==> config.mk <==
export PLATFORM = sky130hd
export DESIGN_NAME = cssw_host
export DESIGN_NICKNAME = d
export VERILOG_FILES = /design/src/design/cssw_pkg.sv /design/src/design/cssw_dev_if.sv /design/src/design/cssw_wait_timer.sv /design/src/design/cssw_dev_port.sv /design/src/design/cssw_host.sv
export SDC_FILE = /design/constraint.sdc
export NUM_CORES = 1
export LEC_CHECK = 0
export CAP_MARGIN = 15
export CORE_UTILIZATION = 30
export CTS_BUF_LIST = sky130_fd_sc_hd__clkbuf_2 sky130_fd_sc_hd__clkbuf_4 sky130_fd_sc_hd__clkbuf_8
export CTS_CLUSTER_DIAMETER = 120
export DETAILED_ROUTE_END_ITERATION = 10
export DONT_BUFFER_PORTS = 1
export GPL_TIMING_DRIVEN = 0
export PLACE_DENSITY = 0.53
export RECOVER_POWER = 50
export REMOVE_ABC_BUFFERS = 1
export SKIP_LAST_GASP = 1
export SLEW_MARGIN = 0
export SYNTH_ARGS = -nofsm -noshare
export SYNTH_HDL_FRONTEND = slang
export SYNTH_SLANG_ARGS = --single-unit
==> constraint.sdc <==
create_clock -name i_clk -period 2.67 [get_ports i_clk]
set_input_delay 0 -clock i_clk [delete_from_list [all_inputs] [get_ports i_clk]]
set_output_delay 0 -clock i_clk [all_outputs]
set_load 0.05 [all_outputs]
==> src/design/cssw_pkg.sv <==
package cssw_pkg;
  // ----------------------------------------------------------------
  // Timing
  // ----------------------------------------------------------------
  localparam int CLK_MHZ         = 100;
  localparam int HIGH_SETTLE_US  = 65;
  localparam int HIGH_SETTLE_CYC = HIGH_SETTLE_US * CLK_MHZ;
  localparam int LOW_SETTLE_US   = 210;
  localparam int LOW_SETTLE_CYC  = LOW_SETTLE_US * CLK_MHZ;
  localparam int POLL_LIMIT_DEF  = 1000;
  localparam int TMR_W           = 15;
  localparam int POLL_W          = 10;
  // ----------------------------------------------------------------
  // Device register indices and fields
  // ----------------------------------------------------------------
  localparam logic [2:0] DEV_RUN    = 3'h0;
  localparam logic [2:0] DEV_SYS    = 3'h1;
  localparam logic [2:0] DEV_SUBSRC = 3'h2;
  localparam logic [2:0] DEV_MODE   = 3'h3;
  localparam logic [2:0] DEV_STSEL  = 3'h4;
  localparam logic [2:0] DEV_STCNT  = 3'h5;
  localparam int RUN_HIGH_STOP = 0;
  localparam int RUN_MID_EN    = 1;
  localparam int RUN_MAIN_STOP = 7;
  localparam int SYS_OSC_SEL   = 0;
  localparam int SYS_OSC_STAT  = 1;
  localparam int SYS_MAIN_SEL  = 4;
  localparam int SYS_MAIN_STAT = 5;
  localparam int SYS_SUB_SEL   = 6;
  localparam int SYS_SUB_STAT  = 7;
  localparam int MODE_GAIN     = 0;
  localparam int MODE_OSC_EN   = 6;
  localparam int MODE_EXT      = 7;
  localparam logic [7:0] SUBSRC_LOW_ON = 8'h01;
  localparam logic [7:0] STCNT_OK_MASK = 8'hE0;
  localparam logic [7:0] RUN_RESET     = 8'hC3;
  localparam logic [7:0] SYS_RESET     = 8'h01;
  // ----------------------------------------------------------------
  // Host registers
  // ----------------------------------------------------------------
  localparam logic [1:0] REG_CMD     = 2'h0;
  localparam logic [1:0] REG_STATUS  = 2'h1;
  localparam logic [1:0] REG_DEVSTAT = 2'h2;
  localparam int CMD_TGT_LSB  = 0;
  localparam int CMD_SKIP_LOW = 2;
  localparam int CMD_GAIN     = 3;
  localparam int CMD_SEL_LSB  = 4;
  localparam int CMD_GO       = 7;
  localparam int STAT_DONE    = 1;
  localparam int STAT_ERR     = 2;
  localparam logic [1:0] TGT_HIGH = 2'h0;
  localparam logic [1:0] TGT_LOW  = 2'h1;
  localparam logic [1:0] TGT_XTAL = 2'h2;
  localparam logic [1:0] TGT_EXT  = 2'h3;
  localparam logic [2:0] SRC_MIDDLE = 3'h0;
  localparam logic [2:0] SRC_STEP   = 3'h1;

  typedef enum logic [3:0] {
    ST_IDLE, ST_W_MODE, ST_W_STSEL, ST_WAIT_EXT, ST_W_RUN_ON, ST_W_SUBSRC,
    ST_SETTLE, ST_POLL_STCNT, ST_W_SYS, ST_POLL_SYS, ST_W_RUN_OFF
  } cssw_state_t;
endpackage

==> src/design/cssw_dev_if.sv <==
`timescale 1ns/1ns
`default_nettype none
interface cssw_dev_if;
  logic       req_wr;
  logic       req_rd;
  logic [2:0] addr;
  logic [7:0] wdata;
  logic [7:0] rdata;
  logic       done;
  modport master (output req_wr, req_rd, addr, wdata, input rdata, done);
  modport port   (input req_wr, req_rd, addr, wdata, output rdata, done);
endinterface
`default_nettype wire

==> src/design/cssw_wait_timer.sv <==
`timescale 1ns/1ns
`default_nettype none
module cssw_wait_timer #(
  parameter int W = 15
) (
  // Clock and reset
  input  wire logic         i_clk,
  input  wire logic         i_nrst,
  input  wire logic         i_ce,
  // Control
  input  wire logic         i_load,
  input  wire logic [W-1:0] i_count,
  output logic              o_done
);
  import cssw_pkg::*;
  typedef struct packed {
    logic [W-1:0] cnt;
    logic         done;
  } cssw_tmr_t;
  cssw_tmr_t r_reg;
  cssw_tmr_t r_next;

  // ----------------------------------------------------------------
  // Down counter, one-cycle done after i_count cycles
  // ----------------------------------------------------------------
  always_comb begin
    r_next = r_reg;
    r_next.done = 1'b0;
    if (i_load) begin
      r_next.cnt = i_count;
    end else if (r_reg.cnt != '0) begin
      r_next.cnt = r_reg.cnt - 1'b1;
      r_next.done = (r_reg.cnt == W'(1));
    end
  end

  always_ff @(posedge i_clk or negedge i_nrst) begin
    if (!i_nrst) begin
      r_reg <= '0;
    end else if (i_ce) begin
      r_reg <= r_next;
    end
  end

  assign o_done = r_reg.done;
endmodule
`default_nettype wire

==> src/design/cssw_dev_port.sv <==
`timescale 1ns/1ns
`default_nettype none
module cssw_dev_port (
  // Clock and reset
  input  wire logic       i_clk,
  input  wire logic       i_nrst,
  input  wire logic       i_ce,
  // Request side
  cssw_dev_if.port        dev,
  // Device register pins
  output logic [2:0]      o_dev_addr,
  output logic [7:0]      o_dev_wdata,
  output logic            o_dev_wr,
  output logic            o_dev_rd,
  input  wire logic [7:0] i_dev_rdata
);
  import cssw_pkg::*;
  typedef struct packed {
    logic       wr;
    logic       rd;
    logic       rd_pend;
    logic [2:0] addr;
    logic [7:0] wdata;
    logic       done;
    logic [7:0] rdata;
  } cssw_port_t;
  cssw_port_t r_reg;
  cssw_port_t r_next;

  // ----------------------------------------------------------------
  // Strobe one cycle after request, read data one cycle after strobe
  // ----------------------------------------------------------------
  always_comb begin
    r_next = r_reg;
    r_next.wr = 1'b0;
    r_next.rd = 1'b0;
    r_next.done = r_reg.wr;
    r_next.rd_pend = r_reg.rd;
    if (r_reg.rd_pend) begin
      r_next.rdata = i_dev_rdata;
      r_next.done = 1'b1;
    end
    if (dev.req_wr || dev.req_rd) begin
      r_next.wr = dev.req_wr;
      r_next.rd = dev.req_rd;
      r_next.addr = dev.addr;
      r_next.wdata = dev.wdata;
    end
  end

  always_ff @(posedge i_clk or negedge i_nrst) begin
    if (!i_nrst) begin
      r_reg <= '0;
    end else if (i_ce) begin
      r_reg <= r_next;
    end
  end

  assign o_dev_addr  = r_reg.addr;
  assign o_dev_wdata = r_reg.wdata;
  assign o_dev_wr    = r_reg.wr;
  assign o_dev_rd    = r_reg.rd;
  assign dev.done    = r_reg.done;
  assign dev.rdata   = r_reg.rdata;
endmodule
`default_nettype wire

==> src/design/cssw_host.sv <==
// The strobed register port and the address map were decided locally.
`timescale 1ns/1ns
`default_nettype none
module cssw_host #(
  parameter int unsigned HIGH_SETTLE_CYC = cssw_pkg::HIGH_SETTLE_CYC,
  parameter int unsigned LOW_SETTLE_CYC  = cssw_pkg::LOW_SETTLE_CYC,
  parameter int unsigned POLL_LIMIT      = cssw_pkg::POLL_LIMIT_DEF
) (
  // Clock, reset, enable
  input  wire logic       i_clk,
  input  wire logic       i_nrst,
  input  wire logic       i_ce,
  // Host register port
  input  wire logic [1:0] i_addr,
  input  wire logic [7:0] i_wdata,
  input  wire logic       i_wr,
  input  wire logic       i_rd,
  output logic [7:0]      o_rdata,
  // Device register pins
  output logic [2:0]      o_dev_addr,
  output logic [7:0]      o_dev_wdata,
  output logic            o_dev_wr,
  output logic            o_dev_rd,
  input  wire logic [7:0] i_dev_rdata,
  // External clock presence pin
  input  wire logic       i_ext_clk_applied
);
  import cssw_pkg::*;

  typedef struct packed {
    cssw_state_t       st;
    logic              sent;
    logic [1:0]        tgt;
    logic              skip_low;
    logic              gain;
    logic [2:0]        sel;
    logic [7:0]        run;
    logic [7:0]        sys;
    logic [7:0]        dstat;
    logic              settled;
    logic              osc_ok;
    logic              confirmed;
    logic              done;
    logic              err;
    logic [2:0]        src;
    logic [POLL_W-1:0] polls;
    logic [7:0]        rdata;
    logic [1:0]        ext_sync;
  } cssw_main_t;

  cssw_main_t r_reg;
  cssw_main_t r_next;
  cssw_dev_if dev ();
  logic             tmr_load;
  logic [TMR_W-1:0] tmr_count;
  logic             tmr_done;
  logic             acc_wr;
  logic             acc_rd;
  logic [2:0]       acc_addr;
  logic [7:0]       acc_data;
  logic             step;
  logic             stat_ok;
  logic             ext_ok;

  // ----------------------------------------------------------------
  // Helpers
  // ----------------------------------------------------------------
  cssw_wait_timer #(
    .W       (TMR_W)
  ) u_timer (
    .i_clk   (i_clk),
    .i_nrst  (i_nrst),
    .i_ce    (i_ce),
    .i_load  (tmr_load),
    .i_count (tmr_count),
    .o_done  (tmr_done)
  );

  cssw_dev_port u_port (
    .i_clk       (i_clk),
    .i_nrst      (i_nrst),
    .i_ce        (i_ce),
    .dev         (dev),
    .o_dev_addr  (o_dev_addr),
    .o_dev_wdata (o_dev_wdata),
    .o_dev_wr    (o_dev_wr),
    .o_dev_rd    (o_dev_rd),
    .i_dev_rdata (i_dev_rdata)
  );

  assign ext_ok = r_reg.ext_sync[1];
  assign tmr_count = (r_reg.tgt == TGT_HIGH) ? TMR_W'(HIGH_SETTLE_CYC)
                                             : TMR_W'(LOW_SETTLE_CYC);

  // ----------------------------------------------------------------
  // Device access chosen by state
  // ----------------------------------------------------------------
  always_comb begin
    acc_wr = 1'b0;
    acc_rd = 1'b0;
    acc_addr = DEV_RUN;
    acc_data = 8'h00;
    case (r_reg.st)
      ST_W_MODE: begin
        acc_wr = 1'b1;
        acc_addr = DEV_MODE;
        acc_data[MODE_OSC_EN] = 1'b1;
        acc_data[MODE_GAIN] = r_reg.gain;
        acc_data[MODE_EXT] = (r_reg.tgt == TGT_EXT);
      end
      ST_W_STSEL: begin
        acc_wr = 1'b1;
        acc_addr = DEV_STSEL;
        acc_data = {5'h00, r_reg.sel};
      end
      ST_W_RUN_ON: begin
        acc_wr = 1'b1;
        acc_data = r_reg.run;
        if (r_reg.tgt == TGT_HIGH) begin
          acc_data[RUN_HIGH_STOP] = 1'b0;
        end else begin
          acc_data[RUN_MAIN_STOP] = 1'b0;
        end
      end
      ST_W_SUBSRC: begin
        acc_wr = 1'b1;
        acc_addr = DEV_SUBSRC;
        acc_data = SUBSRC_LOW_ON;
      end
      ST_POLL_STCNT: begin
        acc_rd = 1'b1;
        acc_addr = DEV_STCNT;
      end
      ST_W_SYS: begin
        acc_wr = 1'b1;
        acc_addr = DEV_SYS;
        acc_data = r_reg.sys;
        case (r_reg.tgt)
          TGT_HIGH: acc_data[SYS_OSC_SEL] = 1'b0;
          TGT_LOW:  acc_data[SYS_SUB_SEL] = 1'b1;
          default:  acc_data[SYS_MAIN_SEL] = 1'b1;
        endcase
      end
      ST_POLL_SYS: begin
        acc_rd = 1'b1;
        acc_addr = DEV_SYS;
      end
      ST_W_RUN_OFF: begin
        acc_wr = 1'b1;
        acc_data = r_reg.run;
        acc_data[RUN_MID_EN] = 1'b0;
      end
      default: begin
        acc_wr = 1'b0;
      end
    endcase
  end

  // Switch confirmed only once the device status follows the target
  always_comb begin
    case (r_reg.tgt)
      TGT_HIGH: stat_ok = !dev.rdata[SYS_OSC_STAT];
      TGT_LOW:  stat_ok = dev.rdata[SYS_SUB_STAT];
      default:  stat_ok = dev.rdata[SYS_MAIN_STAT];
    endcase
  end

  assign dev.req_wr = acc_wr && !r_reg.sent;
  assign dev.req_rd = acc_rd && !r_reg.sent;
  assign dev.addr   = acc_addr;
  assign dev.wdata  = acc_data;
  assign step       = r_reg.sent && dev.done;

  // ----------------------------------------------------------------
  // Sequencer and host registers
  // ----------------------------------------------------------------
  always_comb begin
    r_next = r_reg;
    tmr_load = 1'b0;
    r_next.ext_sync = {r_reg.ext_sync[0], i_ext_clk_applied};
    if (dev.req_wr || dev.req_rd) begin
      r_next.sent = 1'b1;
    end
    if (step) begin
      r_next.sent = 1'b0;
      if (acc_wr) begin
        if (acc_addr == DEV_RUN) begin
          r_next.run = acc_data;
        end
        if (acc_addr == DEV_SYS) begin
          r_next.sys = acc_data;
        end
      end
    end
    // Host writes; hardware sets below override these clears
    if (i_wr && (i_addr == REG_STATUS)) begin
      if (i_wdata[STAT_DONE]) begin
        r_next.done = 1'b0;
      end
      if (i_wdata[STAT_ERR]) begin
        r_next.err = 1'b0;
      end
    end
    if (i_wr && (i_addr == REG_CMD) && i_wdata[CMD_GO]) begin
      if ((r_reg.st == ST_IDLE) && (r_reg.src == SRC_MIDDLE)) begin
        r_next.tgt = i_wdata[CMD_TGT_LSB +: 2];
        r_next.skip_low = i_wdata[CMD_SKIP_LOW];
        r_next.gain = i_wdata[CMD_GAIN];
        r_next.sel = i_wdata[CMD_SEL_LSB +: 3];
        r_next.settled = 1'b0;
        r_next.osc_ok = 1'b0;
        r_next.confirmed = 1'b0;
        r_next.polls = '0;
        case (i_wdata[CMD_TGT_LSB +: 2])
          TGT_HIGH: r_next.st = ST_W_RUN_ON;
          TGT_LOW:  r_next.st = ST_W_SUBSRC;
          default:  r_next.st = ST_W_MODE;
        endcase
      end else begin
        r_next.err = 1'b1;
      end
    end
    case (r_reg.st)
      ST_IDLE: begin
        r_next.sent = 1'b0;
      end
      ST_W_MODE: begin
        if (step) begin
          r_next.st = (r_reg.tgt == TGT_EXT) ? ST_WAIT_EXT : ST_W_STSEL;
        end
      end
      ST_W_STSEL: begin
        if (step) begin
          r_next.st = ST_W_RUN_ON;
        end
      end
      ST_WAIT_EXT: begin
        if (ext_ok) begin
          r_next.st = ST_W_RUN_ON;
        end
      end
      ST_W_RUN_ON: begin
        if (step) begin
          case (r_reg.tgt)
            TGT_HIGH: begin
              tmr_load = 1'b1;
              r_next.st = ST_SETTLE;
            end
            TGT_XTAL: r_next.st = ST_POLL_STCNT;
            default: begin
              r_next.osc_ok = 1'b1;
              r_next.st = ST_W_SYS;
            end
          endcase
        end
      end
      ST_W_SUBSRC: begin
        if (step) begin
          if (r_reg.skip_low) begin
            r_next.settled = 1'b1;
            r_next.st = ST_W_SYS;
          end else begin
            tmr_load = 1'b1;
            r_next.st = ST_SETTLE;
          end
        end
      end
      ST_SETTLE: begin
        if (tmr_done) begin
          r_next.settled = 1'b1;
          r_next.st = ST_W_SYS;
        end
      end
      ST_POLL_STCNT: begin
        if (step) begin
          if ((dev.rdata & STCNT_OK_MASK) == STCNT_OK_MASK) begin
            r_next.osc_ok = 1'b1;
            r_next.polls = '0;
            r_next.st = ST_W_SYS;
          end else if (r_reg.polls == POLL_W'(POLL_LIMIT)) begin
            r_next.err = 1'b1;
            r_next.st = ST_IDLE;
          end else begin
            r_next.polls = r_reg.polls + 1'b1;
          end
        end
      end
      ST_W_SYS: begin
        if (step) begin
          r_next.st = ST_POLL_SYS;
        end
      end
      ST_POLL_SYS: begin
        if (step) begin
          r_next.dstat = dev.rdata;
          if (stat_ok) begin
            r_next.confirmed = 1'b1;
            r_next.st = ST_W_RUN_OFF;
          end else if (r_reg.polls == POLL_W'(POLL_LIMIT)) begin
            r_next.err = 1'b1;
            r_next.st = ST_IDLE;
          end else begin
            r_next.polls = r_reg.polls + 1'b1;
          end
        end
      end
      ST_W_RUN_OFF: begin
        if (step) begin
          r_next.done = 1'b1;
          r_next.src = 3'({1'b0, r_reg.tgt}) + SRC_STEP;
          r_next.st = ST_IDLE;
        end
      end
      default: begin
        r_next.st = ST_IDLE;
      end
    endcase
    r_next.rdata = 8'h00;
    if (i_rd) begin
      case (i_addr)
        REG_CMD:     r_next.rdata = {1'b0, r_reg.sel, r_reg.gain,
                                     r_reg.skip_low, r_reg.tgt};
        REG_STATUS:  r_next.rdata = {1'b0, r_reg.src, 1'b0, r_reg.err,
                                     r_reg.done, (r_reg.st != ST_IDLE)};
        REG_DEVSTAT: r_next.rdata = r_reg.dstat;
        default:     r_next.rdata = 8'h00;
      endcase
    end
  end

  always_ff @(posedge i_clk or negedge i_nrst) begin
    if (!i_nrst) begin
      r_reg <= '0;
      r_reg.st <= ST_IDLE;
      r_reg.run <= RUN_RESET;
      r_reg.sys <= SYS_RESET;
      r_reg.src <= SRC_MIDDLE;
    end else if (i_ce) begin
      r_reg <= r_next;
    end
  end

  assign o_rdata = r_reg.rdata;
endmodule
`default_nettype wire

==> summary by stage, run 1 <==
Run status
The flow ran to the end, and the final reports show no timing, DRC or antenna violations.

Synth
Summing the areas of all compound-gate instances in the mapped netlist gives 17.51% of the synthesized area. The basic-gate share of the synthesized area counting and, or, nand and nor cells is 17.56%. In the synthesized netlist the dominant register cell turns out to be dfrtp_1. Sequential elements use 46.20% of the synthesized area. The dominant combinational cell family by area after synthesis is simple AND/OR/NAND/NOR gates. The cell count after synthesis is 551. In the synthesized netlist the async set-or-reset flop fraction comes to 100.0%.

The Yosys step of the flow raised 0 warnings. The multiplexer share of the synthesized area is 8.756%. Dividing the synthesized area by the synthesized cell count gives 9.855 um^2. The synthesized netlist contains 72 unique library cells. The xor/xnor cell area share of the yosys netlist is 1.129%. Synthesis inferred 100 register bits. The summed instance area of the synthesized netlist is 5430 um^2. Summing the areas of all fa, ha and maj instances in the mapped netlist gives 2.258% of the synthesized area. In this run, synthesis inferred 0 flip-flops with an integrated enable.

Floorplanning
The die covers 18640 um^2. The die is 136.5 um wide. The die span in y is 136.5 um. The initial utilization of the core area, before any placement, comes to 31.07%.

The placement row count is 48. The I/O pin count is 45. The core footprint is 17480 um^2.

Setup path
The worst setup path is captured at a flip-flop. STA puts the critical path data required time at 2.97 ns. The logic depth of the worst path, buffers included is 7. Traced cell by cell, the critical path runs through inv_1 > ha_1 > or4b_4 > o41ai_4 > nand2_2 > o21a_1 > o22a_1. The kind of cell with the highest combined delay on the critical path is compound AO/OA/AOI/OAI gates. The number of buffers and inverters on the critical path is 1. The start point of the critical path is u_timer.r_reg[1]$_DFFE_PN0P_. At the worst endpoint, the arrival time is 2.80 ns. The delay contributed by the slowest stage of the critical path is 0.53 ns. The worst reg-to-reg path cell count is 7. By startpoint and endpoint, the worst setup path is classified as flip-flop to flip-flop. The type of element launching the critical path is a flip-flop. Of all nets on the critical path, the largest fanout is 12.

The reg-to-reg critical path startpoint is u_timer.r_reg[1]$_DFFE_PN0P_. The slowest stage of the critical path is the or4b_4 cell.

Worst hold path
The origin of the worst min-delay path is i_addr[1]. The worst hold-check path type is primary input to flip-flop. The worst hold path was traced through 3 stages.

GRT
The via count of the first global-routing pass is 4084. The global router's overall resource usage is 15.44%. The initial antenna violation count was 0. Entering global routing, the biggest net connects 101 pins. The wire length of the first global-routing pass is 22.05 mm.

The remaining global-route overflow is 0.

Job
Across the run, the number of max-cap violations was 0.

CTS
The number of buffers on the longest clock path is 2. At the later pin of the worst-skew pair, clock insertion delay measures 0.40 ns. The clock sink count is 100.

After clock tree synthesis, the clock-pin slew on the worst setup and hold paths is 0.11 ns. The CTS buffer count is 9. The clock root buffer is clkbuf_8.

The number of buffers added for setup after CTS is 0. The depth of the CTS H-tree is 3. TritonCTS built the clock tree.

Final layout
The antenna diode instance count is 0. Excluding fillers, the count of instances in the completed layout stands at 769. The register with the most flip-flops in the layout has 51 of them. In the final design database the tool counted 572 nets. The storage element area is 2514 um^2. The area used by multi-input combinational logic is 2594 um^2. Relative to the synthesized area, the layout overhead comes to 9.654%. The filler cells instantiated in the layout total 1709. The library cell used most frequently in the layout, excluding fill and tap cells, is dfrtp_1. The proportion of layout cells with a drive suffix above 1 is 15.26%. The library cells used most frequently in the layout, excluding fill and tap cells, are dfrtp_1, nand2_1, nor2_1, mux2_2, a21oi_1.

Timing
The hold slack is 0.03271 ns. Setup violations remaining at the end of the flow were counted as 0. The final critical path takes up 93.65% of the cycle.

The final critical-path required period is 2.500 ns. For the pin with the worst max-slew slack, the measured transition is 1.437 ns. The maximum clock frequency is 399.9 MHz. Setup repair after global routing left no endpoint under its margin. The clock skew after layout is 0.01192 ns. The worst pin sits at a relative slew slack of 4.233%.

The final count of pins violating max slew is 0. The number of failing hold endpoints at the final stage is 0.

Placement
In this run the tool buffered the top-level ports with 0 buffer cells. The final estimated routing congestion in global placement is 0.8356. The cell count after placement is 725. The sum of net half-perimeters after detailed placement is 8.990 mm.

Power and ir drop
The total leakage power is 2.418 nW. For this design the ratio of total power to cell area is 903.7 nW/um^2. The largest vdd supply drop is 0.4547 mV.

Route
The post-route antenna net violation count is 0. The average via count per standard cell is 5.376. Summing over every cut layer, the via total after detailed routing is 4134. The detailed-router iteration count before antenna repair is 5. Dividing the detail-routed wire length by the instance count gives 17.69 um. For this block, the initial DRC count from the detailed router was 251. The total routed wirelength is 13.61 mm. For this run, design rule violations remaining after detail routing come to 0.
==> area by class of cell <==
cell class                 count  area share [%]
clock buffer                   9           2.080
clock inverter                 7           1.366
inverter                      22           1.387
multi-input combinational    378           43.56
sequential                   100           42.21
tap                          225           4.728
timing repair buffer          28           4.665
==> layer usage <==
layer	routed length (um)	track usage [%]
met5	0	0
met4	179	4.815
met3	703	4.630
met2	6114	22.96
met1	6610	21.37
==> Yosys cell counts, types with 4 or more instances <==
cell / n / area share, %
a21oi_1: 31 / 2.9
a22o_1: 6 / 0.97
a22oi_1: 7 / 0.97
a31oi_1: 7 / 0.81
and2_1: 6 / 0.69
and3_1: 4 / 0.46
buf_1: 5 / 0.35
buf_2: 4 / 0.37
buf_4: 19 / 2.6
clkbuf_1: 22 / 1.5
dfrtp_1: 95 / 44
dfstp_2: 5 / 2.4
ha_1: 9 / 2.1
inv_1: 22 / 1.5
mux2_2: 36 / 7.5
mux2i_1: 7 / 1.3
nand2_1: 46 / 3.2
nand2b_1: 4 / 0.46
nand3_1: 16 / 1.5
nand4_1: 10 / 1.2
nor2_1: 43 / 3.0
nor2b_1: 9 / 1.0
nor3_1: 12 / 1.1
nor4_1: 9 / 1.0
o21ai_0: 23 / 2.1
o21ai_1: 4 / 0.37
o221ai_1: 4 / 0.65
o22a_1: 5 / 0.81
o2bb2ai_1: 10 / 1.6
xnor2_1: 6 / 0.97
==> path summary, 6_finish.rpt <==
check | slack (ns) | to
hold reg to reg | 0.37 | r_reg[50]$_DFFE_PN1P_
setup / recovery | 0.17 | u_timer.r_reg[12]$_DFFE_PN0P_
setup reg to reg | 0.17 | u_timer.r_reg[12]$_DFFE_PN0P_
max in group asynchronous | 1.18 | r_reg[62]$_DFFE_PN0P_
hold / removal | 0.03 | o_rdata[2]$_DFFE_PN0P_
min in group asynchronous | 0.43 | u_timer.r_reg[7]$_DFFE_PN0P_
==> tightest hold or removal path: stages <==
cell and delay [ns]:
nor2b_1 0.17, a21oi_1 0.16, o2bb2ai_1 0.07
==> per-stage QoR <==
step                power, W  setup WS [ns]  area (um^2)  TNS [ns]  util [%]
finish              0.005381         0.1696         5954         0     34.07
global route        0.005723        0.06168         5954         0     34.07
CTS                 0.005403        0.03695         5956         0     34.08
detailed placement  0.004241        -0.2152         5436    -1.438     31.11
global placement    0.004196        -0.2292         5436    -1.652     31.11
floorplan           0.003743         0.4288         5155         0         -
==> cell families after synthesis <==
family | after synthesis
flip-flops | 100
multiplexers | 43
XOR/XNOR | 7
adder cells (fa/ha/maj) | 10
buffers and inverters | 73
AND/OR/NAND/NOR | 183
AO/OA/AOI/OAI | 135
==> where the power goes <==
group | total, W | leakage [nW] | switching, W | internal, W
clock network | 0.00106 | 0.101 | 0.000607 | 0.000449
logic | 0.00156 | 1.03 | 0.000862 | 0.000700
registers | 0.00276 | 1.28 | 0.000864 | 0.00190
total | 0.00538 | 2.42 | 0.00233 | 0.00305
==> repair_timing <==
action | 4_1_cts | 5_1_grt
setup endpoints to repair | 27 | 14
pin swaps | 0 | 1
resized for setup | 4 | 6
hold buffers | 28 | 0
endpoints found under the hold margin | 146 | 0
Power figures use the tool's default switching activity.
==> run 2: changes to the inputs <==
==> constraint.sdc (replaced) <==
create_clock -name i_clk -period 2.85 [get_ports i_clk]
set_input_delay 0 -clock i_clk [delete_from_list [all_inputs] [get_ports i_clk]]
set_output_delay 0 -clock i_clk [all_outputs]
set_load 0.05 [all_outputs]
==> run 2 against run 1 <==
Cell count stayed put. Global-route usage hardly changed. Sequential cell count stayed put. Highest routed layer unchanged.
==> summary by stage, run 2 (same netlist as run 1, synthesis figures left out) <==
Route
The routed length per placed instance is 17.66 um. The post-route antenna net violation count is 0. The average via count per standard cell is 5.338. The final route contains 4105 vias.

The detailed-router iteration count before antenna repair is 5. The number of violations reported at the end of detailed-routing iteration 0 is 246. For this block, the routed nets add up to 13.58 mm of wire. The post-route DRC violation count is 0.

Setup path
The worst register-to-register path has a depth of 5. At the worst endpoint, the arrival time is 2.90 ns. The worst reg2reg path endpoint is r_reg[13]$_DFFE_PN0P_. The required arrival time at the worst endpoint is 3.10 ns. The critical path endpoint category is a flip-flop. The reg-to-reg critical path startpoint is r_reg[63]$_DFFE_PN0P_. The classification of the worst setup path is flip-flop to flip-flop. The largest fanout on the critical path is 22. For flop-to-flop paths, the worst setup slack is 0.21 ns. The type of element launching the critical path is a flip-flop.

Power and ir drop
The cell area power density is 844.1 nW/um^2. Per report_power, the combinational group accounts for 28.8% of the total. For this design the total switching power over the nets is 0.002172 W.

The proportion of power drawn by the clock network is 19.7%. Per report_power, the sequential group accounts for 51.5% of the total. The internal portion of the total power is 0.002850 W.

Net switching is 43.25% of the power. For this design the static power due to leakage is 2.426 nW. The largest vdd supply drop is 0.4289 mV.

Floorplanning
The die is 136.5 um tall. The total area inside the core boundary comes to 17480 um^2. The floorplan step defined a die boundary enclosing 18640 um^2. The initialized floorplan defines 48 standard-cell rows. The die extent in x is 136.5 um. In this run the count of I/O pins placed on the die edge is 45. The initial core utilization is 31.07%.

Run status
The run finished with clean final reports.

CTS
The TritonCTS clock tree is built. The tree is rooted in a clkbuf_8. The post-CTS clock slew at the launch and capture registers of the worst setup and hold paths is 0.11 ns. The latest clock arrival within the worst-skew pair is 0.40 ns. The H-tree generated during clock tree synthesis spans 3 levels. The clock sink count is 100. No sink is reached through more buffers than the 2 on the longest clock path. The number of buffers added for setup after CTS is 0. The CTS buffer count is 9.

Final layout
The antenna diode instance count is 0. The number of fill cells in the layout is 1707. After the flow finishes, the layout carries non-filler instances totaling 769. The finished cells cover 5949 um^2. The top cell types in the final layout, fill and taps aside, are dfrtp_1, nand2_1, nor2_1, mux2_2, a21oi_1. The sequential cells in the finished layout cover a total of 2512 um^2. The area used by multi-input combinational logic is 2570 um^2. The final net count is 572. The proportion of layout cells with a drive suffix above 1 is 14.52%. The flip-flop count of the largest register after layout is 51. Compared with the post-synthesis result, the final layout area differs by 9.562%. The commonest non-fill, non-tap cell in the layout is dfrtp_1.

Timing
The clock skew after layout is 0.01261 ns. Dividing the final minimum period by the clock period gives 92.73%. After layout, the minimum clock period comes to 2.643 ns. The maximum clock frequency is 378.4 MHz. The final count of pins violating max slew is 0.

The number of failing hold endpoints at the final stage was 0. Measured against its own limit, the worst slew margin works out to 33.39%. Setup repair after global routing left no endpoint under its margin. Setup violations remaining at the end of the flow were counted as 0. At the pin with the least slew margin, the transition time is 0.9959 ns.

GRT
The via count of the first global-routing pass is 4085. The remaining global-route overflow is 0. Global routing used 15.45% of the available tracks across all layers. Entering global routing, the biggest net connects 101 pins. The initial antenna violation count is 0. The first global-routing pass estimated 22.07 mm of wire.

Worst hold path
In this run the most critical hold path is launched from i_ce. The number of cells on the worst hold path is 3. The worst hold-check path type is primary input to flip-flop. The worst hold path endpoint is u_timer.r_reg[11]$_DFFE_PN0P_.

Placement
The final estimated routing congestion in global placement is 0.8356. After detailed placement, the total cell area comes to 5436 um^2. Including well taps, the total number of placed cells is 725. The sum of net half-perimeters after detailed placement is 8.990 mm. Input and output buffers added on the ports amount to 0.

Job
The number of max-capacitance violations reported is 0.
run 2: through the flow:
| step | power (W) | setup WS (ns) | util, % | setup TNS (ns) | hold slack (ns) |
|---|---|---|---|---|---|
| 3_5_place_dp | 0.003973 | -0.03524 | 31.11 | -0.08456 | -0.2905 |
| 6_report | 0.005022 | 0.2073 | 34.04 | 0 | 0.02931 |
| 4_1_cts | 0.005046 | 0.1619 | 34.00 | 0 | 0.01579 |
| 3_3_place_gp | 0.003931 | -0.04925 | 31.11 | -0.1439 | -0.2910 |
| 5_1_grt | 0.005348 | 0.05436 | 34.04 | 0 | 0.01967 |
| 2_1_floorplan | 0.003506 | 0.6088 | - | 0 | -0.2956 |
run 2: critical path, stage by stage (launching register included):
cell and delay, ns:
dfrtp_1 0.67, nor2b_1 0.60, nand3_1 0.31, o31a_1 0.37, o21ai_2 0.39, a21oi_1 0.15
run 2: metal layers:
layer / global-route usage (%) / share of wire (%) / up-vias
met5: 0 / 0 / -
met2: 22.96 / 45 / 101
li1: - / - / 1959
met3: 4.630 / 5.4 / 16
met4: 4.815 / 1.5 / 0
met1: 21.40 / 48 / 2029
run 2: layout make-up:
type	count	share of cell area, %
inverters	22	1.388
well taps	225	4.732
multi-input cells	378	43.20
repair buffers	28	5.005
flip-flops and latches	100	42.23
clock inverters	7	1.367
clock buffers	9	2.082
run 2: timing repair:
action	CTS	global route
endpoints found under the hold margin	146	0
cloned	0	0
hold buffers	28	0
resized for setup	2	2
endpoints found under the setup margin	3	4
run 2: worst max-delay path by stage:
stage,cells past startpoint,from,to,slack [ns]
2_1_floorplan,4,r_reg[60]$_DFFE_PN0P_,u_port.o_dev_wdata[0]$_DFFE_PN0P_,0.61
3_3_place_gp,4,r_reg[60]$_DFFE_PN0P_,u_port.o_dev_wdata[1]$_DFFE_PN0P_,-0.05
3_5_place_dp,4,r_reg[60]$_DFFE_PN0P_,u_port.o_dev_wdata[0]$_DFFE_PN0P_,-0.04
4_1_cts,4,r_reg[63]$_DFFE_PN0P_,u_port.o_dev_wdata[0]$_DFFE_PN0P_,0.16
5_1_grt,5,r_reg[63]$_DFFE_PN0P_,r_reg[13]$_DFFE_PN0P_,0.05
6_report,5,r_reg[63]$_DFFE_PN0P_,r_reg[13]$_DFFE_PN0P_,0.21
run 2: power groups by stage:
| stage | Sequential [W] | Combinational, W | Clock (W) |
|---|---|---|---|
| global placement | 0.00259 | 0.00134 | 0 |
| CTS | 0.00258 | 0.00145 | 0.00102 |
| global route | 0.00266 | 0.00162 | 0.00107 |
| detailed placement | 0.00261 | 0.00137 | 0 |
| floorplan | 0.00242 | 0.00108 | 0 |
| finish | 0.00259 | 0.00145 | 0.000988 |
